--- config.mk ---
export PLATFORM = sky130hd
export DESIGN_NAME = spd_device_flat
export DESIGN_NICKNAME = d
export VERILOG_FILES = /design/src/spd_pkg.sv /design/src/spd_link_if.sv /design/src/spd_device.sv /design/src/flat_wrapper.sv
export SDC_FILE = /design/constraint.sdc
export NUM_CORES = 1
export LEC_CHECK = 0
export BUFFER_PORTS_ARGS = -buffer_cell sky130_fd_sc_hd__buf_2
export CAP_MARGIN = 10
export CORE_MARGIN = 8
export CORE_UTILIZATION = 30
export CTS_CLUSTER_DIAMETER = 100
export CTS_CLUSTER_SIZE = 24
export DETAILED_ROUTE_END_ITERATION = 7
export GPL_TIMING_DRIVEN = 0
export SYNTH_ARGS = -nofsm -noshare
export SYNTH_HDL_FRONTEND = slang
export SYNTH_SLANG_ARGS = --single-unit
--- constraint.sdc ---
create_clock -name mclk -period 4.17 [get_ports mclk]
set_input_delay 0.417 -clock mclk [delete_from_list [all_inputs] [get_ports mclk]]
set_output_delay 0.417 -clock mclk [all_outputs]
set_load 0.02 [all_outputs]
--- src/spd_pkg.sv ---
// Shared constants, types and command decoding for the power-state link
package spd_pkg;
	localparam int CLK_NS = 50;
	localparam int CNT_W  = 10;

	// Timing figures; ns values are converted to whole cycles, rounded up
	localparam int T_RP_NS  = 15;
	localparam int T_RFC_NS = 160;
	localparam int T_XS_NS  = 170;
	localparam logic [CNT_W-1:0] RP_CK  = 10'((T_RP_NS + CLK_NS - 1) / CLK_NS);
	localparam logic [CNT_W-1:0] RFC_CK = 10'((T_RFC_NS + CLK_NS - 1) / CLK_NS);
	localparam logic [CNT_W-1:0] XS_CK  = 10'((T_XS_NS + CLK_NS - 1) / CLK_NS);
	localparam logic [CNT_W-1:0] MRD_CK      = 10'h004;
	localparam logic [CNT_W-1:0] MOD_CK      = 10'h00C;
	localparam logic [CNT_W-1:0] MODE_WAIT_CK = (MOD_CK > MRD_CK) ? MOD_CK : MRD_CK;
	localparam logic [CNT_W-1:0] CKE_MIN_CK  = 10'h003;
	localparam logic [CNT_W-1:0] XSDLL_CK    = 10'h200;
	localparam logic [CNT_W-1:0] VREF_WR_CK  = 10'h200;
	localparam logic [CNT_W-1:0] BURST_CK    = 10'h004;

	// Mode register fields
	localparam int DLL_OFF_BIT = 0;
	localparam int AL_LSB      = 3;
	localparam int CL_LSB      = 4;
	localparam int CWL_LSB     = 3;
	localparam int AP_BIT      = 10;
	localparam logic [3:0] DLL_OFF_LAT = 4'h6;
	localparam logic [2:0] MR_SEL_ZERO = 3'h0;
	localparam logic [2:0] MR_SEL_ONE  = 3'h1;
	localparam logic [2:0] MR_SEL_TWO  = 3'h2;

	typedef enum logic [3:0] {
		CMD_MRS = 4'h0, CMD_REF = 4'h1, CMD_PRE = 4'h2, CMD_ACT = 4'h3,
		CMD_WR  = 4'h4, CMD_RD  = 4'h5, CMD_ZQ  = 4'h6, CMD_NOP = 4'h7,
		CMD_DES = 4'h8
	} spd_cmd_t;

	typedef enum logic [1:0] {
		PWR_ON = 2'h0, PWR_APD = 2'h1, PWR_PPD = 2'h3, PWR_SREF = 2'h2
	} spd_pwr_t;

	typedef enum logic [3:0] {
		OP_NOP = 4'h0, OP_ACT = 4'h1, OP_RD  = 4'h2, OP_WR  = 4'h3,
		OP_PRE = 4'h4, OP_REF = 4'h5, OP_MRS = 4'h6, OP_ZQ  = 4'h7,
		OP_PDE = 4'h8, OP_PDX = 4'h9, OP_SRE = 4'hA, OP_SRX = 4'hB
	} spd_op_t;

	// Chip select high wins over the strobes
	function automatic spd_cmd_t spd_decode(input logic cs_b, input logic [2:0] rcw);
		spd_cmd_t c;
		c = spd_cmd_t'({1'b0, rcw});
		return cs_b ? CMD_DES : c;
	endfunction : spd_decode
endpackage : spd_pkg

--- src/spd_link_if.sv ---
// Command, clock-enable and strobe-mark wires between controller and device
`timescale 1ns/10ps
`default_nettype none
interface spd_link_if (
	input wire logic mclk,
	input wire logic rst_b
);
	logic        cke;
	logic        cs_b;
	logic        ras_b;
	logic        cas_b;
	logic        we_b;
	logic        on_die_termination_input;
	logic [2:0]  ba;
	logic [15:0] addr;
	logic        rd_strb_start;

	modport ctrl (input mclk, rst_b, rd_strb_start,
		output cke, cs_b, ras_b, cas_b, we_b, on_die_termination_input, ba, addr);
	modport dev (input mclk, rst_b, cke, cs_b, ras_b, cas_b, we_b, on_die_termination_input, ba, addr,
		output rd_strb_start);
endinterface : spd_link_if
`default_nettype wire

--- src/spd_device.sv ---
// Device end: clock-enable power states, command qualification, DLL-off read timing
//
// The implementer's own choices: the placing of the registers and the plain strobed port.
`timescale 1ns/10ps
`default_nettype none
module spd_device
	import spd_pkg::*;
(
	spd_link_if.dev         link,
	output spd_pwr_t        pwr_state,
	output logic            dll_off,
	output logic            idle,
	output logic            refresh_active,
	output logic            odt_active,
	output logic            lat_unsupported,
	output logic            cmd_illegal,
	output logic            exec_valid,
	output spd_cmd_t        exec_cmd
);
	spd_pwr_t         pwr_r;
	spd_pwr_t         pwr_nxt;
	logic             cke_prev_r;
	logic [7:0]       open_r;
	logic [7:0]       open_nxt;
	logic [7:0]       ap_pend_r;
	logic [7:0]       ap_nxt;
	logic [CNT_W-1:0] pre_cnt_r;
	logic [CNT_W-1:0] rfc_cnt_r;
	logic [CNT_W-1:0] mod_cnt_r;
	logic [CNT_W-1:0] xs_cnt_r;
	logic [CNT_W-1:0] burst_cnt_r;
	logic [CNT_W-1:0] pre_nxt;
	logic [CNT_W-1:0] rfc_nxt;
	logic [CNT_W-1:0] mod_nxt;
	logic [CNT_W-1:0] xs_nxt;
	logic [CNT_W-1:0] burst_nxt;
	logic [15:0]      mr_r [0:2];
	logic [31:0]      sh_r;
	logic [31:0]      sh_nxt;
	logic             illegal_r;
	logic             exec_r;
	spd_cmd_t         exec_cmd_r;

	function automatic logic [CNT_W-1:0] cnt_dec(input logic [CNT_W-1:0] c);
		return (c == 10'h000) ? c : c - 10'h001;
	endfunction : cnt_dec

	spd_cmd_t   cmd;
	logic       cke_now;
	logic       fall;
	logic       rise;
	logic       hold_hi;
	logic       hold_lo;
	logic       nopdes;
	logic       pwr_on;
	logic       rw_busy;
	logic       idle_w;
	logic       sre_ok;
	logic       pde_ok;
	logic       exit_ok;
	logic       maintain;
	logic       run_ok;
	logic       exec;
	logic       is_rw;
	logic       is_rd;
	logic       burst_end;
	logic       closes_all;
	logic [7:0] bank_bit;
	logic [7:0] open_set;
	logic [7:0] open_clr;
	logic [7:0] ap_clr;
	logic [3:0] cl;
	logic [3:0] write_latency;
	logic [1:0] al;
	logic [5:0] rl_sum;
	logic [5:0] delay;
	logic [31:0] mark;

	assign cmd     = spd_decode(link.cs_b, {link.ras_b, link.cas_b, link.we_b});
	assign cke_now = link.cke;
	// Transitions come only from the previous and present enable samples
	assign fall    = cke_prev_r & ~cke_now;
	assign rise    = ~cke_prev_r & cke_now;
	assign hold_hi = cke_prev_r & cke_now;
	assign hold_lo = ~cke_prev_r & ~cke_now;
	assign nopdes  = (cmd == CMD_NOP) || (cmd == CMD_DES);
	assign pwr_on  = (pwr_r == PWR_ON);
	assign rw_busy = (burst_cnt_r != 10'h000);
	assign burst_end = (burst_cnt_r == 10'h001);

	assign idle_w = pwr_on && cke_prev_r && (open_r == 8'h00) && (pre_cnt_r == 10'h000)
		&& (rfc_cnt_r == 10'h000) && (mod_cnt_r == 10'h000) && (xs_cnt_r == 10'h000)
		&& !rw_busy;

	assign sre_ok   = fall && pwr_on && (cmd == CMD_REF) && idle_w && !rw_busy;
	assign pde_ok   = fall && pwr_on && nopdes;
	assign exit_ok  = rise && !pwr_on && nopdes;
	assign maintain = hold_lo && !pwr_on;
	assign run_ok   = hold_hi && pwr_on;
	// Anything outside the defined combinations is flagged and not acted on
	assign exec     = run_ok && !nopdes;

	assign is_rw    = exec && ((cmd == CMD_RD) || (cmd == CMD_WR));
	assign is_rd    = exec && (cmd == CMD_RD);
	assign bank_bit = 8'h01 << link.ba;
	assign closes_all = ((open_r & ~ap_pend_r) == 8'h00);

	assign pwr_nxt = sre_ok ? PWR_SREF
		: pde_ok ? (closes_all ? PWR_PPD : PWR_APD)
		: exit_ok ? PWR_ON
		: pwr_r;

	assign open_set = (exec && (cmd == CMD_ACT)) ? bank_bit : 8'h00;
	assign open_clr = (exec && (cmd == CMD_PRE)) ? (link.addr[AP_BIT] ? 8'hFF : bank_bit) : 8'h00;
	assign ap_clr   = burst_end ? ap_pend_r : 8'h00;
	assign open_nxt = (open_r | open_set) & ~open_clr & ~ap_clr;
	assign ap_nxt   = (burst_end ? 8'h00 : ap_pend_r)
		| ((is_rw && link.addr[AP_BIT]) ? bank_bit : 8'h00);

	// Timers keep running in power-down; only new commands are blocked
	assign pre_nxt   = ((exec && (cmd == CMD_PRE)) || (burst_end && (ap_pend_r != 8'h00)))
		? RP_CK : cnt_dec(pre_cnt_r);
	assign rfc_nxt   = (exec && (cmd == CMD_REF)) ? RFC_CK : cnt_dec(rfc_cnt_r);
	assign mod_nxt   = (exec && (cmd == CMD_MRS)) ? MOD_CK : cnt_dec(mod_cnt_r);
	assign xs_nxt    = (exit_ok && (pwr_r == PWR_SREF)) ? XS_CK : cnt_dec(xs_cnt_r);
	assign burst_nxt = is_rw ? BURST_CK : cnt_dec(burst_cnt_r);

	assign dll_off = mr_r[1][DLL_OFF_BIT];
	assign cl      = mr_r[0][CL_LSB +: 4];
	assign write_latency     = mr_r[2][CWL_LSB +: 4];
	assign al      = mr_r[1][AL_LSB +: 2];
	assign lat_unsupported = dll_off && ((cl != DLL_OFF_LAT) || (write_latency != DLL_OFF_LAT));

	// Only the clock-to-strobe start moves; strobe-to-data skew is untouched
	assign rl_sum = {4'h0, al} + {2'h0, cl};
	assign delay  = dll_off ? rl_sum - 6'h01 : rl_sum;
	assign mark   = (delay == 6'h00) ? 32'h0000_0001 : (32'h0000_0001 << (delay - 6'h01));
	assign sh_nxt = {1'b0, sh_r[31:1]} | (is_rd ? mark : 32'h0000_0000);

	assign pwr_state      = pwr_r;
	assign idle           = idle_w;
	// Refresh runs only from a refresh command or inside self refresh
	assign refresh_active = (pwr_r == PWR_SREF) || ((rfc_cnt_r != 10'h000) && pwr_on);
	assign odt_active     = link.on_die_termination_input && (pwr_r != PWR_SREF);
	assign cmd_illegal    = illegal_r;
	assign exec_valid     = exec_r;
	assign exec_cmd       = exec_cmd_r;
	assign link.rd_strb_start = sh_r[0];

	always_ff @(posedge link.mclk or negedge link.rst_b) begin
		if (!link.rst_b) begin
			pwr_r      <= PWR_ON;
			cke_prev_r <= 1'b1;
			open_r     <= 8'h00;
			ap_pend_r  <= 8'h00;
		end else begin
			pwr_r      <= pwr_nxt;
			cke_prev_r <= cke_now;
			open_r     <= open_nxt;
			ap_pend_r  <= ap_nxt;
		end
	end

	always_ff @(posedge link.mclk or negedge link.rst_b) begin
		if (!link.rst_b) begin
			pre_cnt_r   <= 10'h000;
			rfc_cnt_r   <= 10'h000;
			mod_cnt_r   <= 10'h000;
			xs_cnt_r    <= 10'h000;
			burst_cnt_r <= 10'h000;
		end else begin
			pre_cnt_r   <= pre_nxt;
			rfc_cnt_r   <= rfc_nxt;
			mod_cnt_r   <= mod_nxt;
			xs_cnt_r    <= xs_nxt;
			burst_cnt_r <= burst_nxt;
		end
	end

	always_ff @(posedge link.mclk or negedge link.rst_b) begin
		if (!link.rst_b) begin
			for (int i = 0; i < 3; i++) begin
				mr_r[i] <= 16'h0000;
			end
		end else if (exec && (cmd == CMD_MRS) && (link.ba <= MR_SEL_TWO)) begin
			mr_r[link.ba[1:0]] <= link.addr;
		end
	end

	always_ff @(posedge link.mclk or negedge link.rst_b) begin
		if (!link.rst_b) begin
			sh_r       <= 32'h0000_0000;
			illegal_r  <= 1'b0;
			exec_r     <= 1'b0;
			exec_cmd_r <= CMD_DES;
		end else begin
			sh_r       <= sh_nxt;
			illegal_r  <= !(sre_ok || pde_ok || exit_ok || maintain || run_ok);
			exec_r     <= exec;
			exec_cmd_r <= cmd;
		end
	end
endmodule : spd_device
`default_nettype wire

--- src/flat_wrapper.sv ---
// flat-port wrapper written by rule: the top's interface ports become plain ports
module spd_device_flat import spd_pkg::*;
  (pwr_state, dll_off, idle, refresh_active, odt_active, lat_unsupported, cmd_illegal, exec_valid, exec_cmd, mclk, rst_b, link_cke, link_cs_b, link_ras_b, link_cas_b, link_we_b, link_on_die_termination_input, link_ba, link_addr, link_rd_strb_start);
  spd_link_if link_i (.mclk(mclk), .rst_b(rst_b));
  output spd_pwr_t pwr_state;
  output logic dll_off;
  output logic idle;
  output logic refresh_active;
  output logic odt_active;
  output logic lat_unsupported;
  output logic cmd_illegal;
  output logic exec_valid;
  output spd_cmd_t exec_cmd;
  input wire logic mclk;
  input wire logic rst_b;
  input wire logic [$bits(link_i.cke)-1:0] link_cke;
  input wire logic [$bits(link_i.cs_b)-1:0] link_cs_b;
  input wire logic [$bits(link_i.ras_b)-1:0] link_ras_b;
  input wire logic [$bits(link_i.cas_b)-1:0] link_cas_b;
  input wire logic [$bits(link_i.we_b)-1:0] link_we_b;
  input wire logic [$bits(link_i.on_die_termination_input)-1:0] link_on_die_termination_input;
  input wire logic [$bits(link_i.ba)-1:0] link_ba;
  input wire logic [$bits(link_i.addr)-1:0] link_addr;
  output wire logic [$bits(link_i.rd_strb_start)-1:0] link_rd_strb_start;
  assign link_i.cke = link_cke;
  assign link_i.cs_b = link_cs_b;
  assign link_i.ras_b = link_ras_b;
  assign link_i.cas_b = link_cas_b;
  assign link_i.we_b = link_we_b;
  assign link_i.on_die_termination_input = link_on_die_termination_input;
  assign link_i.ba = link_ba;
  assign link_i.addr = link_addr;
  assign link_rd_strb_start = link_i.rd_strb_start;
  spd_device u_core (.link(link_i), .pwr_state(pwr_state), .dll_off(dll_off), .idle(idle), .refresh_active(refresh_active), .odt_active(odt_active), .lat_unsupported(lat_unsupported), .cmd_illegal(cmd_illegal), .exec_valid(exec_valid), .exec_cmd(exec_cmd));
endmodule
* After elaboration in Yosys (flattened, before gate mapping)
Cells that the tools add are included.
Storage, ports and cells: flip-flop bits (word level) 155, logic and storage cells 147, input bits 27, output and inout port bits 14
Cells by class: add/sub/neg operators 8, magnitude comparators 3, equal/unequal tests 17, shift operators 2, mux-type cells 27, bitwise operators 16, reduce and logical (&&, ||, !) cells 58
Operator list (count):
- $mux 10 | 10
- $mux 32 | 2
- $logic_not 10->1 | 5
- $sub 10x1->10 const B | 5
- $bwmux 48 | 1
- $mux 8 | 6
- $demux 16 s2 | 1
- $or 31x32->32 | 1
- $shl 1x6->32 const A | 1
- $logic_and 1x1->1 | 31
- $and 8x8->8 | 3
- $not 8->8 | 3
- $reduce_bool 10->1 | 2
- $logic_not 8->1 | 2
- $mux 16 | 1
- $or 8x8->8 | 2
- $eq 4x3->1 const B | 3
- $sub 6x1->6 const B | 2
- $eq 10x1->1 const B | 1
- $logic_or 1x1->1 | 9
- $eq 4x2->1 const B | 2
- $mux 2 | 4
- $ne 2x2->1 const B | 4
- $ne 4x3->1 const B | 2
- other kinds (20) | 28

* Logic depth before layout (Yosys ltp)
Gate-level depths: netlist of the first run.
depth in word-level cells 15, mapped depth 9

* Worst setup path after synthesis of the first run
OpenSTA, ideal clock, no wires.
path type reg-to-reg, start point register u_core.mr_r (netlist bit u_core.al[0]), end point register u_core.sh_r[0], setup slack 1694 ps, cell stages (with the launch flop) 9, arrival 2356 ps, path through dfrtp_1 > ha_1 > fa_1 > inv_1 > ha_1 > a22o_1 > nor2b_1 > or2_0 > a31o_2
On the way: cells in the longest elaborated chain, start to end 8, elaborated cells on any way between the ends 9, classes of those cells add/sub: 3; shift: 1; mux: 3; bitwise: 1; reduce/logical: 1
Ends and longest elaborated chain:
- start: declaration | RTL line spd_device.sv:37 | logic [15:0] mr_r [0:2];
- start signal: indexed assignment | RTL line spd_device.sv:186 | mr_r[link.ba[1:0]] <= link.addr;
- $add 2x4->5 * | RTL line spd_device.sv:135 | assign rl_sum = {4'h0, al} + {2'h0, cl};
- $sub 6x1->6 | RTL line spd_device.sv:136 | assign delay = dll_off ? rl_sum - 6'h01 : rl_sum;
- $mux 6 * | RTL line spd_device.sv:136
- $sub 6x1->6 | RTL line spd_device.sv:137 | assign mark = (delay == 6'h00) ? 32'h0000_0001 : (32'h0000_0001 << (delay - 6'h01));
- $shl 1x6->32 | RTL line spd_device.sv:137
- $mux 32 * | RTL line spd_device.sv:137
- $mux 32 * | RTL line spd_device.sv:138 | assign sh_nxt = {1'b0, sh_r[31:1]} | (is_rd ? mark : 32'h0000_0000);
- $or 31x32->32 * | RTL line spd_device.sv:138
- net u_core.sh_nxt[0] | RTL line spd_device.sv:39 | logic [31:0] sh_nxt;
- end signal: assignment | RTL line spd_device.sv:197 | sh_r <= sh_nxt;
- end: declaration | RTL line spd_device.sv:38 | logic [31:0] sh_r;
The timed path passes the listed nets; every way through them passes the cells marked *. A chain may end at the register's enable or synchronous reset.

* Worst setup path in the final report of the first run
start point register u_core.xs_cnt_r[0], end point output idle
On the way: cells in the longest elaborated chain, start to end 3
Ends and longest elaborated chain:
- start: declaration | RTL line spd_device.sv:30 | logic [CNT_W-1:0] xs_cnt_r;
- start signal: assignment | RTL line spd_device.sv:175 | xs_cnt_r <= xs_nxt;
- $logic_not 10->1 | RTL line spd_device.sv:92 | && (rfc_cnt_r == 10'h000) && (mod_cnt_r == 10'h000) && (xs_cnt_r == 10'h000)
- $logic_and 1x1->1 | RTL line spd_device.sv:92
- $logic_and 1x1->1 | RTL line spd_device.sv:93 | && !rw_busy;
- end: declaration | RTL line flat_wrapper.sv:7 | output logic idle;
No other way between the ends.

==> load_flow_metrics.sql, run 1 <==
INSERT INTO impl_metrics (metric_group, metric, value, unit) VALUES
('power_and_ir_drop', 'internal_power', '2940', 'uW'),
('status', 'run_status', 'complete, no violations', ''),
('logic_synthesis', 'synth_top_flop_cell', 'dfrtp_1', ''),
('critical_path', 'rr_worst_depth', '9', ''),
('logic_synthesis', 'number_of_synthesized_register_bits', '118', ''),
('critical_path', 'timing.critical_path.to_type', 'output port', ''),
('cts', 'clock_latency', '0.41', 'ns'),
('cts', 'cts_tree', 'done', ''),
('logic_synthesis', 'synthesis.area', '5820', 'um2'),
('power_and_ir_drop', 'seqPwrFrac', '0.404', ''),
('logic_synthesis', 'syn_area_per_cell', '10.7', 'um2'),
('cts', 'tritoncts_num_sinks', '118', ''),
('global_route', 'global_route.usage.met1', '0.140', ''),
('critical_path', 'reg2reg_to', 'u_core.sh_r[0]', ''),
('cts', 'cts_root_buf', 'clkbuf_16', ''),
('global_route', 'groute.usage.overall', '0.106', ''),
('critical_path', 'critical_path_buf_inv_count', '2', ''),
('floorplan', 'die_area', '24100', 'um2'),
('drt', 'drt_wl_total', '12200', 'um'),
('logic_synthesis', 'ys.warnings.count', '0', ''),
('critical_path', 'worstPathCellList', 'inv_1, ha_1, or4b_4, nor3b_4, and4_1, and3_1, buf_2', ''),
('place', 'detailed_place_hpwl', '8330', 'um'),
('place', 'gp_congestion', '0.753', ''),
('place', 'dpl.cell_count', '840', ''),
('power_and_ir_drop', 'pwr_density_cell', '595', 'nW/um2'),
('logic_synthesis', 'seq_area_frac_synth', '0.508', ''),
('critical_path', 'critPathMaxStageDelay', '0.50', 'ns'),
('global_route', 'pin_count_of_the_biggest_net_entering_global_routing', '83', ''),
('drt', 'drc', '0', ''),
('logic_synthesis', 'synth-compound-area-share', '0.134', ''),
('layout', 'layout.filler_cells', '1941', ''),
('cts', 'clk_transition_reported_paths', '0.06', 'ns'),
('layout', 'layout-area-overhead-vs-synth', '20.9', '%'),
('critical_path', 'cp.required', '3.75', 'ns'),
('critical_path', 'timing.critical_path.max_delay_family', 'simple AND/OR/NAND/NOR gates', ''),
('critical_path', 'crit_type', 'register to output port', ''),
('layout', 'instances_no_fill', '873', ''),
('logic_synthesis', 'syn-instance-count', '543', ''),
('logic_synthesis', 'synth_xor_area_frac', '0.0587', ''),
('global_route', 'grt.met2_usage', '0.164', ''),
('logic_synthesis', 'synth.area.mux_share', '0.0299', ''),
('cts', 'cts-htree-levels', '4', ''),
('sta', 'setup_violations', '0', ''),
('sta', 'max_slew.worst_pin.slew', '0.702', 'ns'),
('global_route', 'gr-total-overflow', '0', ''),
('critical_path', 'r2r-start', 'u_core.al[0]', ''),
('floorplan', 'initial_utilization', '0.302', ''),
('global_route', 'via_count_of_the_first_global_routing_pass', '4123', ''),
('critical_path', 'path_depth', '7', ''),
('power_and_ir_drop', 'clkPwrFrac', '0.405', ''),
('drt', 'wire_per_inst', '13.9', 'um'),
('global_route', 'grt_pass1_wl', '20700', 'um'),
('critical_path', 'timing.reg2reg.setup_slack', '1.35', 'ns'),
('sta', 'unrepaired_setup_endpoints_after_global_routing', 'no', ''),
('global_route', 'grt_antenna_before_repair', '0', ''),
('drt', 'drtPass1Iterations', '4', ''),
('place', 'placed_area', '6340', 'um2'),
('drt', 'drtIter0Drc', '214', ''),
('power_and_ir_drop', 'irDropWorstVdd', '372', 'uV'),
('sta', 'finalMaxSlewViolations', '0', ''),
('cts', 'count_of_instances_resized_after_the_clock_tree_is_built', '0', ''),
('run', 'max_cap_violations', '0', ''),
('global_route', 'busiest_layer', 'met2', ''),
('worst_hold_path', 'hold_path.startpoint', 'link_cs_b', ''),
('floorplan', 'die_h', '155', 'um'),
('drt', 'ant_nets', '0', ''),
('logic_synthesis', 'synth-async-reset-ratio', '1.00', ''),
('logic_synthesis', 'synth.top_cells.by_count', '116 x dfrtp_1, 71 x nor2_1, 28 x a31o_2, 28 x inv_1, 25 x xnor2_1', ''),
('logic_synthesis', 'synthesis.nets', '581', ''),
('logic_synthesis', 'synth_simple_gate_area_frac', '0.214', ''),
('place', 'pre_cts_setup_slack', '1.33', 'ns');
[layer usage]
| metal | part of all wire | wire length, um |
|---|---|---|
| met5 | 0 | 0 |
| met4 | 0.0069 | 84 |
| met3 | 0.033 | 405 |
| met2 | 0.46 | 5610 |
| met1 | 0.50 | 6050 |
[power groups by stage]
stage                     clock, uW  combinational [uW]  sequential (uW)
after global placement            0                 784             1700
after detailed placement          0                 810             1700
after CTS                      1730                 814             1690
final                          1690                 802             1690
after global routing           1780                 931             1740
after floorplan                   0                 645             1650
[placed cells by master (no fill, tap or decap), types with 5 or more instances in the layout]
master,count
a22oi_1,8
clkinv_4,5
xnor2_1,25
a21oi_1,19
clkbuf_16,17
or3_1,6
nor3_1,21
nand2_1,18
ha_1,10
mux2_2,11
mux2i_1,5
xor2_1,14
nand2b_1,6
clkbuf_1,6
a22o_1,9
buf_2,34
nor2b_1,8
inv_1,28
a31o_2,28
a31oi_1,5
nand3_1,10
bufinv_16,6
nor2_1,71
nor4_1,16
and3_1,8
o21ai_0,12
nor3b_1,5
dfrtp_1,116
[sequential cells by signal, indices dropped and copies added (netlist names)]
name / cells
u_core.dll_off: 1
u_core.cl: 4
u_core.mr_r: 4
u_core.exec_cmd: 4
u_core.cmd_illegal: 1
u_core.rfc_cnt_r: 10
u_core.pre_cnt_r: 10
u_core.mod_cnt_r: 10
u_core.exec_valid: 1
u_core.cke_prev_r: 1
u_core.open_r: 8
u_core.burst_cnt_r: 10
u_core.xs_cnt_r: 10
u_core.ap_pend_r: 8
u_core.al: 2
u_core.sh_r: 32
u_core.pwr_state: 2
[through the flow]
step                utilization  total power, uW  hold slack, ns
global route              0.365             4450           0.146
finish                    0.365             4190           0.166
detailed placement        0.329             2510           0.348
CTS                       0.365             4230           0.148
global placement          0.327             2480           0.419
floorplan                     -             2300           0.121
[how the worst min path moves through the flow]
stage / cells after the start / to / slack [ns]
after CTS: 1 / u_core.exec_cmd[3] / 0.15
after floorplan: 0 / u_core.al[0] / 0.12
final: 1 / u_core.exec_cmd[3] / 0.17
after global routing: 1 / u_core.exec_cmd[3] / 0.15
after global placement: 1 / u_core.sh_r[22] / 0.42
after detailed placement: 1 / u_core.pre_cnt_r[1] / 0.35
[timing repair]
action,4_1_cts,5_1_grt
hold buffers,1,0
hold endpoints to repair,34,0
setup buffers,0,0
[cell families (layout without fill, tap and decap cells)]
group,Yosys count,after routing
mux,16,16
fa+ha+maj,11,11
compound gates,106,106
xor+xnor,39,39
simple gates,211,211
flops,118,118
other cells,1,1
buf+inv,41,106
[worst reg2reg max path, stage by stage, from the launching register on]
cell and delay (ns):
dfrtp_1 0.39, ha_1 0.23, fa_1 0.58, inv_1 0.09
ha_1 0.31, inv_1 0.06, o2bb2ai_1 0.43, nor2b_1 0.37
or2_0 0.16, a31o_2 0.15
[cell type report]
class | count | area (um2) | area share
clock buffer | 18 | 439 | 0.0624
tap | 265 | 332 | 0.0471
multi-input combinational | 384 | 2690 | 0.382
sequential | 118 | 2960 | 0.420
buffer | 13 | 68.8 | 0.00978
timing repair buffer | 33 | 199 | 0.0283
clock inverter | 14 | 246 | 0.0350
inverter | 28 | 105 | 0.0149
No activity file was read; power rests on OpenSTA's default activity.
==> run 2: changes to the inputs <==
==> constraint.sdc (replaced) <==
create_clock -name mclk -period 3 [get_ports mclk]
set_input_delay 0.3 -clock mclk [delete_from_list [all_inputs] [get_ports mclk]]
set_output_delay 0.3 -clock mclk [all_outputs]
set_load 0.02 [all_outputs]
==> run 2 against run 1 <==
Effect of this change:
- setup slack got worse by 1.1 ns
- die area unchanged
- power rose by 39%
- sequential power rose by 39%
- first-iteration DRC count is 4.2% higher
- register-to-register slack lost 1.2 ns
- clock skew hardly changed
- sequential share of layout area down 0.13 points
- clock power rose by 39%
- global-route usage unchanged
- cell area is 0.30% higher
- via count up 0.41%
- critical path type is now register to register
- critical endpoint is now u_core.sh_r[21]
- largest cell class unchanged
==> load_flow_metrics.sql, run 2 (synthesized netlist as in run 1, its figures left out) <==
INSERT INTO impl_metrics (metric_group, metric, value, unit) VALUES
('cts', 'cts_buffer_depth', '2', ''),
('drt', 'detail_route.vias_per_cell', '4.75', ''),
('cts', 'cts_root_buf', 'clkbuf_16', ''),
('place', 'detailed_place_hpwl', '8330', 'um'),
('critical_path', 'crit_type', 'register to register', ''),
('sta', 'fin_setup_tns', '0', 'ns'),
('sta', 'maxSlewHeadroom', '0.518', ''),
('floorplan', 'design.core.area', '19300', 'um2'),
('global_route', 'grt_antenna_before_repair', '0', ''),
('critical_path', 'cp.required', '3.35', 'ns'),
('global_route', 'via_count_of_the_first_global_routing_pass', '4123', ''),
('critical_path', 'worstSetupStartpoint', 'u_core.al[0]', ''),
('critical_path', 'reg2reg_to', 'u_core.sh_r[21]', ''),
('layout', 'insertedDiodeCount', '0', ''),
('power_and_ir_drop', 'switching_power_summed_over_all_nets', '1730', 'uW'),
('global_route', 'grt_pass1_wl', '20700', 'um'),
('layout', 'layout.cells.most_common', 'dfrtp_1', ''),
('drt', 'drc', '0', ''),
('drt', 'ant_nets', '0', ''),
('cts', 'clk_transition_reported_paths', '0.06', 'ns'),
('critical_path', 'rr_worst_depth', '8', ''),
('power_and_ir_drop', 'comb_power_share', '0.192', ''),
('sta', 'final_critical_path_required_period', '2.84', 'ns'),
('cts', 'numCtsBuffers', '17', ''),
('layout', 'largest_register_ffs', '32', ''),
('critical_path', 'largest_fanout_of_any_net_on_the_critical_path', '10', ''),
('drt', 'drtIter0Drc', '223', ''),
('cts', 'clock_latency', '0.41', 'ns'),
('power_and_ir_drop', 'sw_frac_of_total', '0.297', ''),
('critical_path', 'timing.critical_path.to_type', 'register', ''),
('layout', 'register_with_the_most_flip_flops', 'u_core.sh_r', ''),
('global_route', 'gr-total-overflow', '0', ''),
('floorplan', 'ios', '41', ''),
('critical_path', 'timing.reg2reg.setup_slack', '0.16', 'ns'),
('floorplan', 'die_area', '24100', 'um2'),
('power_and_ir_drop', 'irDropWorstVdd', '517', 'uV'),
('sta', 'final.hold.worst_slack', '0.0497', 'ns'),
('cts', 'cts-htree-levels', '4', ''),
('drt', 'wire_per_inst', '14.0', 'um'),
('sta', 'setup_violations', '0', ''),
('layout', 'final_util', '0.366', ''),
('global_route', 'pin_count_of_the_biggest_net_entering_global_routing', '83', ''),
('layout', 'multi_input_area', '2700', 'um2'),
('sta', 'max_slew.worst_pin.slew', '0.715', 'ns'),
('cts', 'cts_tree', 'done', ''),
('layout', 'layout-area-overhead-vs-synth', '21.3', '%'),
('sta', 'number_of_hold_violations_in_the_final_report', '0', ''),
('drt', 'drtPass1Iterations', '4', ''),
('critical_path', 'critPathLaunchType', 'register', ''),
('worst_hold_path', 'hold_path.startpoint', 'link_cs_b', ''),
('floorplan', 'initial_utilization', '0.302', ''),
('critical_path', 'r2r-start', 'u_core.al[0]', ''),
('worst_hold_path', 'hold_path_class', 'input port to register', ''),
('place', 'gp_congestion', '0.753', ''),
('floorplan', 'die_h', '155', 'um'),
('power_and_ir_drop', 'pwr_density_cell', '825', 'nW/um2'),
('sta', 'clock-skew-final', '0.00801', 'ns'),
('status', 'run_status', 'complete, no violations', ''),
('sta', 'max_freq', '352', 'MHz'),
('layout', 'register_area', '2960', 'um2'),
('critical_path', 'endpoint', 'u_core.sh_r[21]', ''),
('drt', 'via_count', '4155', ''),
('floorplan', 'core.rowCount', '51', ''),
('critical_path', 'critical_path_arrival', '3.19', 'ns'),
('power_and_ir_drop', 'internal_power', '4090', 'uW'),
('drt', 'drt_wl_total', '12200', 'um'),
('sta', 'min_period_over_period', '0.947', ''),
('layout', 'final_net_count', '635', ''),
('power_and_ir_drop', 'p_leak', '0.00299', 'uW'),
('floorplan', 'width_of_the_die', '155', 'um'),
('power_and_ir_drop', 'seqPwrFrac', '0.404', ''),
('global_route', 'groute.usage.overall', '0.106', ''),
('place', 'placement.io_buffers', '31', ''),
('layout', 'layout.cells.most_common_list', '116 x dfrtp_1, 71 x nor2_1, 34 x buf_2', ''),
('layout', 'fraction_of_final_layout_cells_sized_beyond_drive_strength_1', '0.221', ''),
('sta', 'unrepaired_setup_endpoints_after_global_routing', 'no', ''),
('layout', 'layout.filler_cells', '1935', ''),
('run', 'max_cap_violations', '0', ''),
('cts', 'tritoncts_num_sinks', '118', ''),
('power_and_ir_drop', 'clkPwrFrac', '0.404', ''),
('sta', 'finalMaxSlewViolations', '0', '');
-- run 2: cell count changes in the layout (fill, tap and decap cells not counted), sizes merged --
cell	change
buf	+2
-- run 2: worst min path at each step --
stage / end / slack, ns / cells after the start
after CTS: u_core.exec_cmd[3] / 0.03 / 1
final: u_core.exec_cmd[3] / 0.05 / 1
after global routing: u_core.exec_cmd[3] / 0.03 / 1
after detailed placement: u_core.pre_cnt_r[1] / 0.23 / 1
after floorplan: u_core.al[0] / 0.004 / 0
after global placement: u_core.sh_r[22] / 0.42 / 1
-- run 2: area by class of cell --
type	count	share of cell area
sequential	118	0.419
multi-input combinational	384	0.382
clock buffer	18	0.0622
tap	265	0.0470
clock inverter	14	0.0349
timing repair buffer	35	0.0303
inverter	28	0.0149
buffer	13	0.00975
-- run 2: worst max-delay path, stage by stage (launching register included) --
cell and delay [ns]:
dfrtp_1 0.39, ha_1 0.23, fa_1 0.52, nand4bb_1 0.23, o221ai_1 0.19, a31oi_1 0.10, xnor2_1 0.58, buf_2 0.35
a31o_2 0.18
-- run 2: metrics by stage --
| stage | setup WS (ns) | cell area [um2] | instances | power, uW |
|---|---|---|---|---|
| after floorplan | 0.524 | 5820 | 543 | 3190 |
| after global placement | 0.0794 | 6310 | 839 | 3450 |
| after detailed placement | 0.165 | 6340 | 840 | 3490 |
| after CTS | 0.155 | 7040 | 873 | 5880 |
| after global routing | 0.0163 | 7060 | 875 | 6190 |
| final | 0.160 | 7060 | 875 | 5820 |
-- run 2: power groups by stage --
| stage | registers (uW) | logic (uW) | clock network [uW] |
|---|---|---|---|
| 6_report | 2350 | 1120 | 2350 |
| 3_5_place_dp | 2360 | 1130 | 0 |
| 2_1_floorplan | 2300 | 896 | 0 |
| 4_1_cts | 2350 | 1130 | 2400 |
| 5_1_grt | 2420 | 1300 | 2480 |
| 3_3_place_gp | 2360 | 1090 | 0 |
-- run 2: layer usage --
metal / global-route usage / wire (um) / vias up
li1: - / - / 2073
met1: 0.140 / 6050 / 2000
met2: 0.164 / 5610 / 69
met3: 0.0316 / 449 / 13
met4: 0.0333 / 114 / 0
met5: 0 / 0 / -
-- run 2: timing repair --
item,in CTS,in global routing
gates resized for setup,0,1
hold endpoints to repair,34,0
buffers inserted,0,2
endpoints found under the setup margin,0,2
hold buffers,1,0
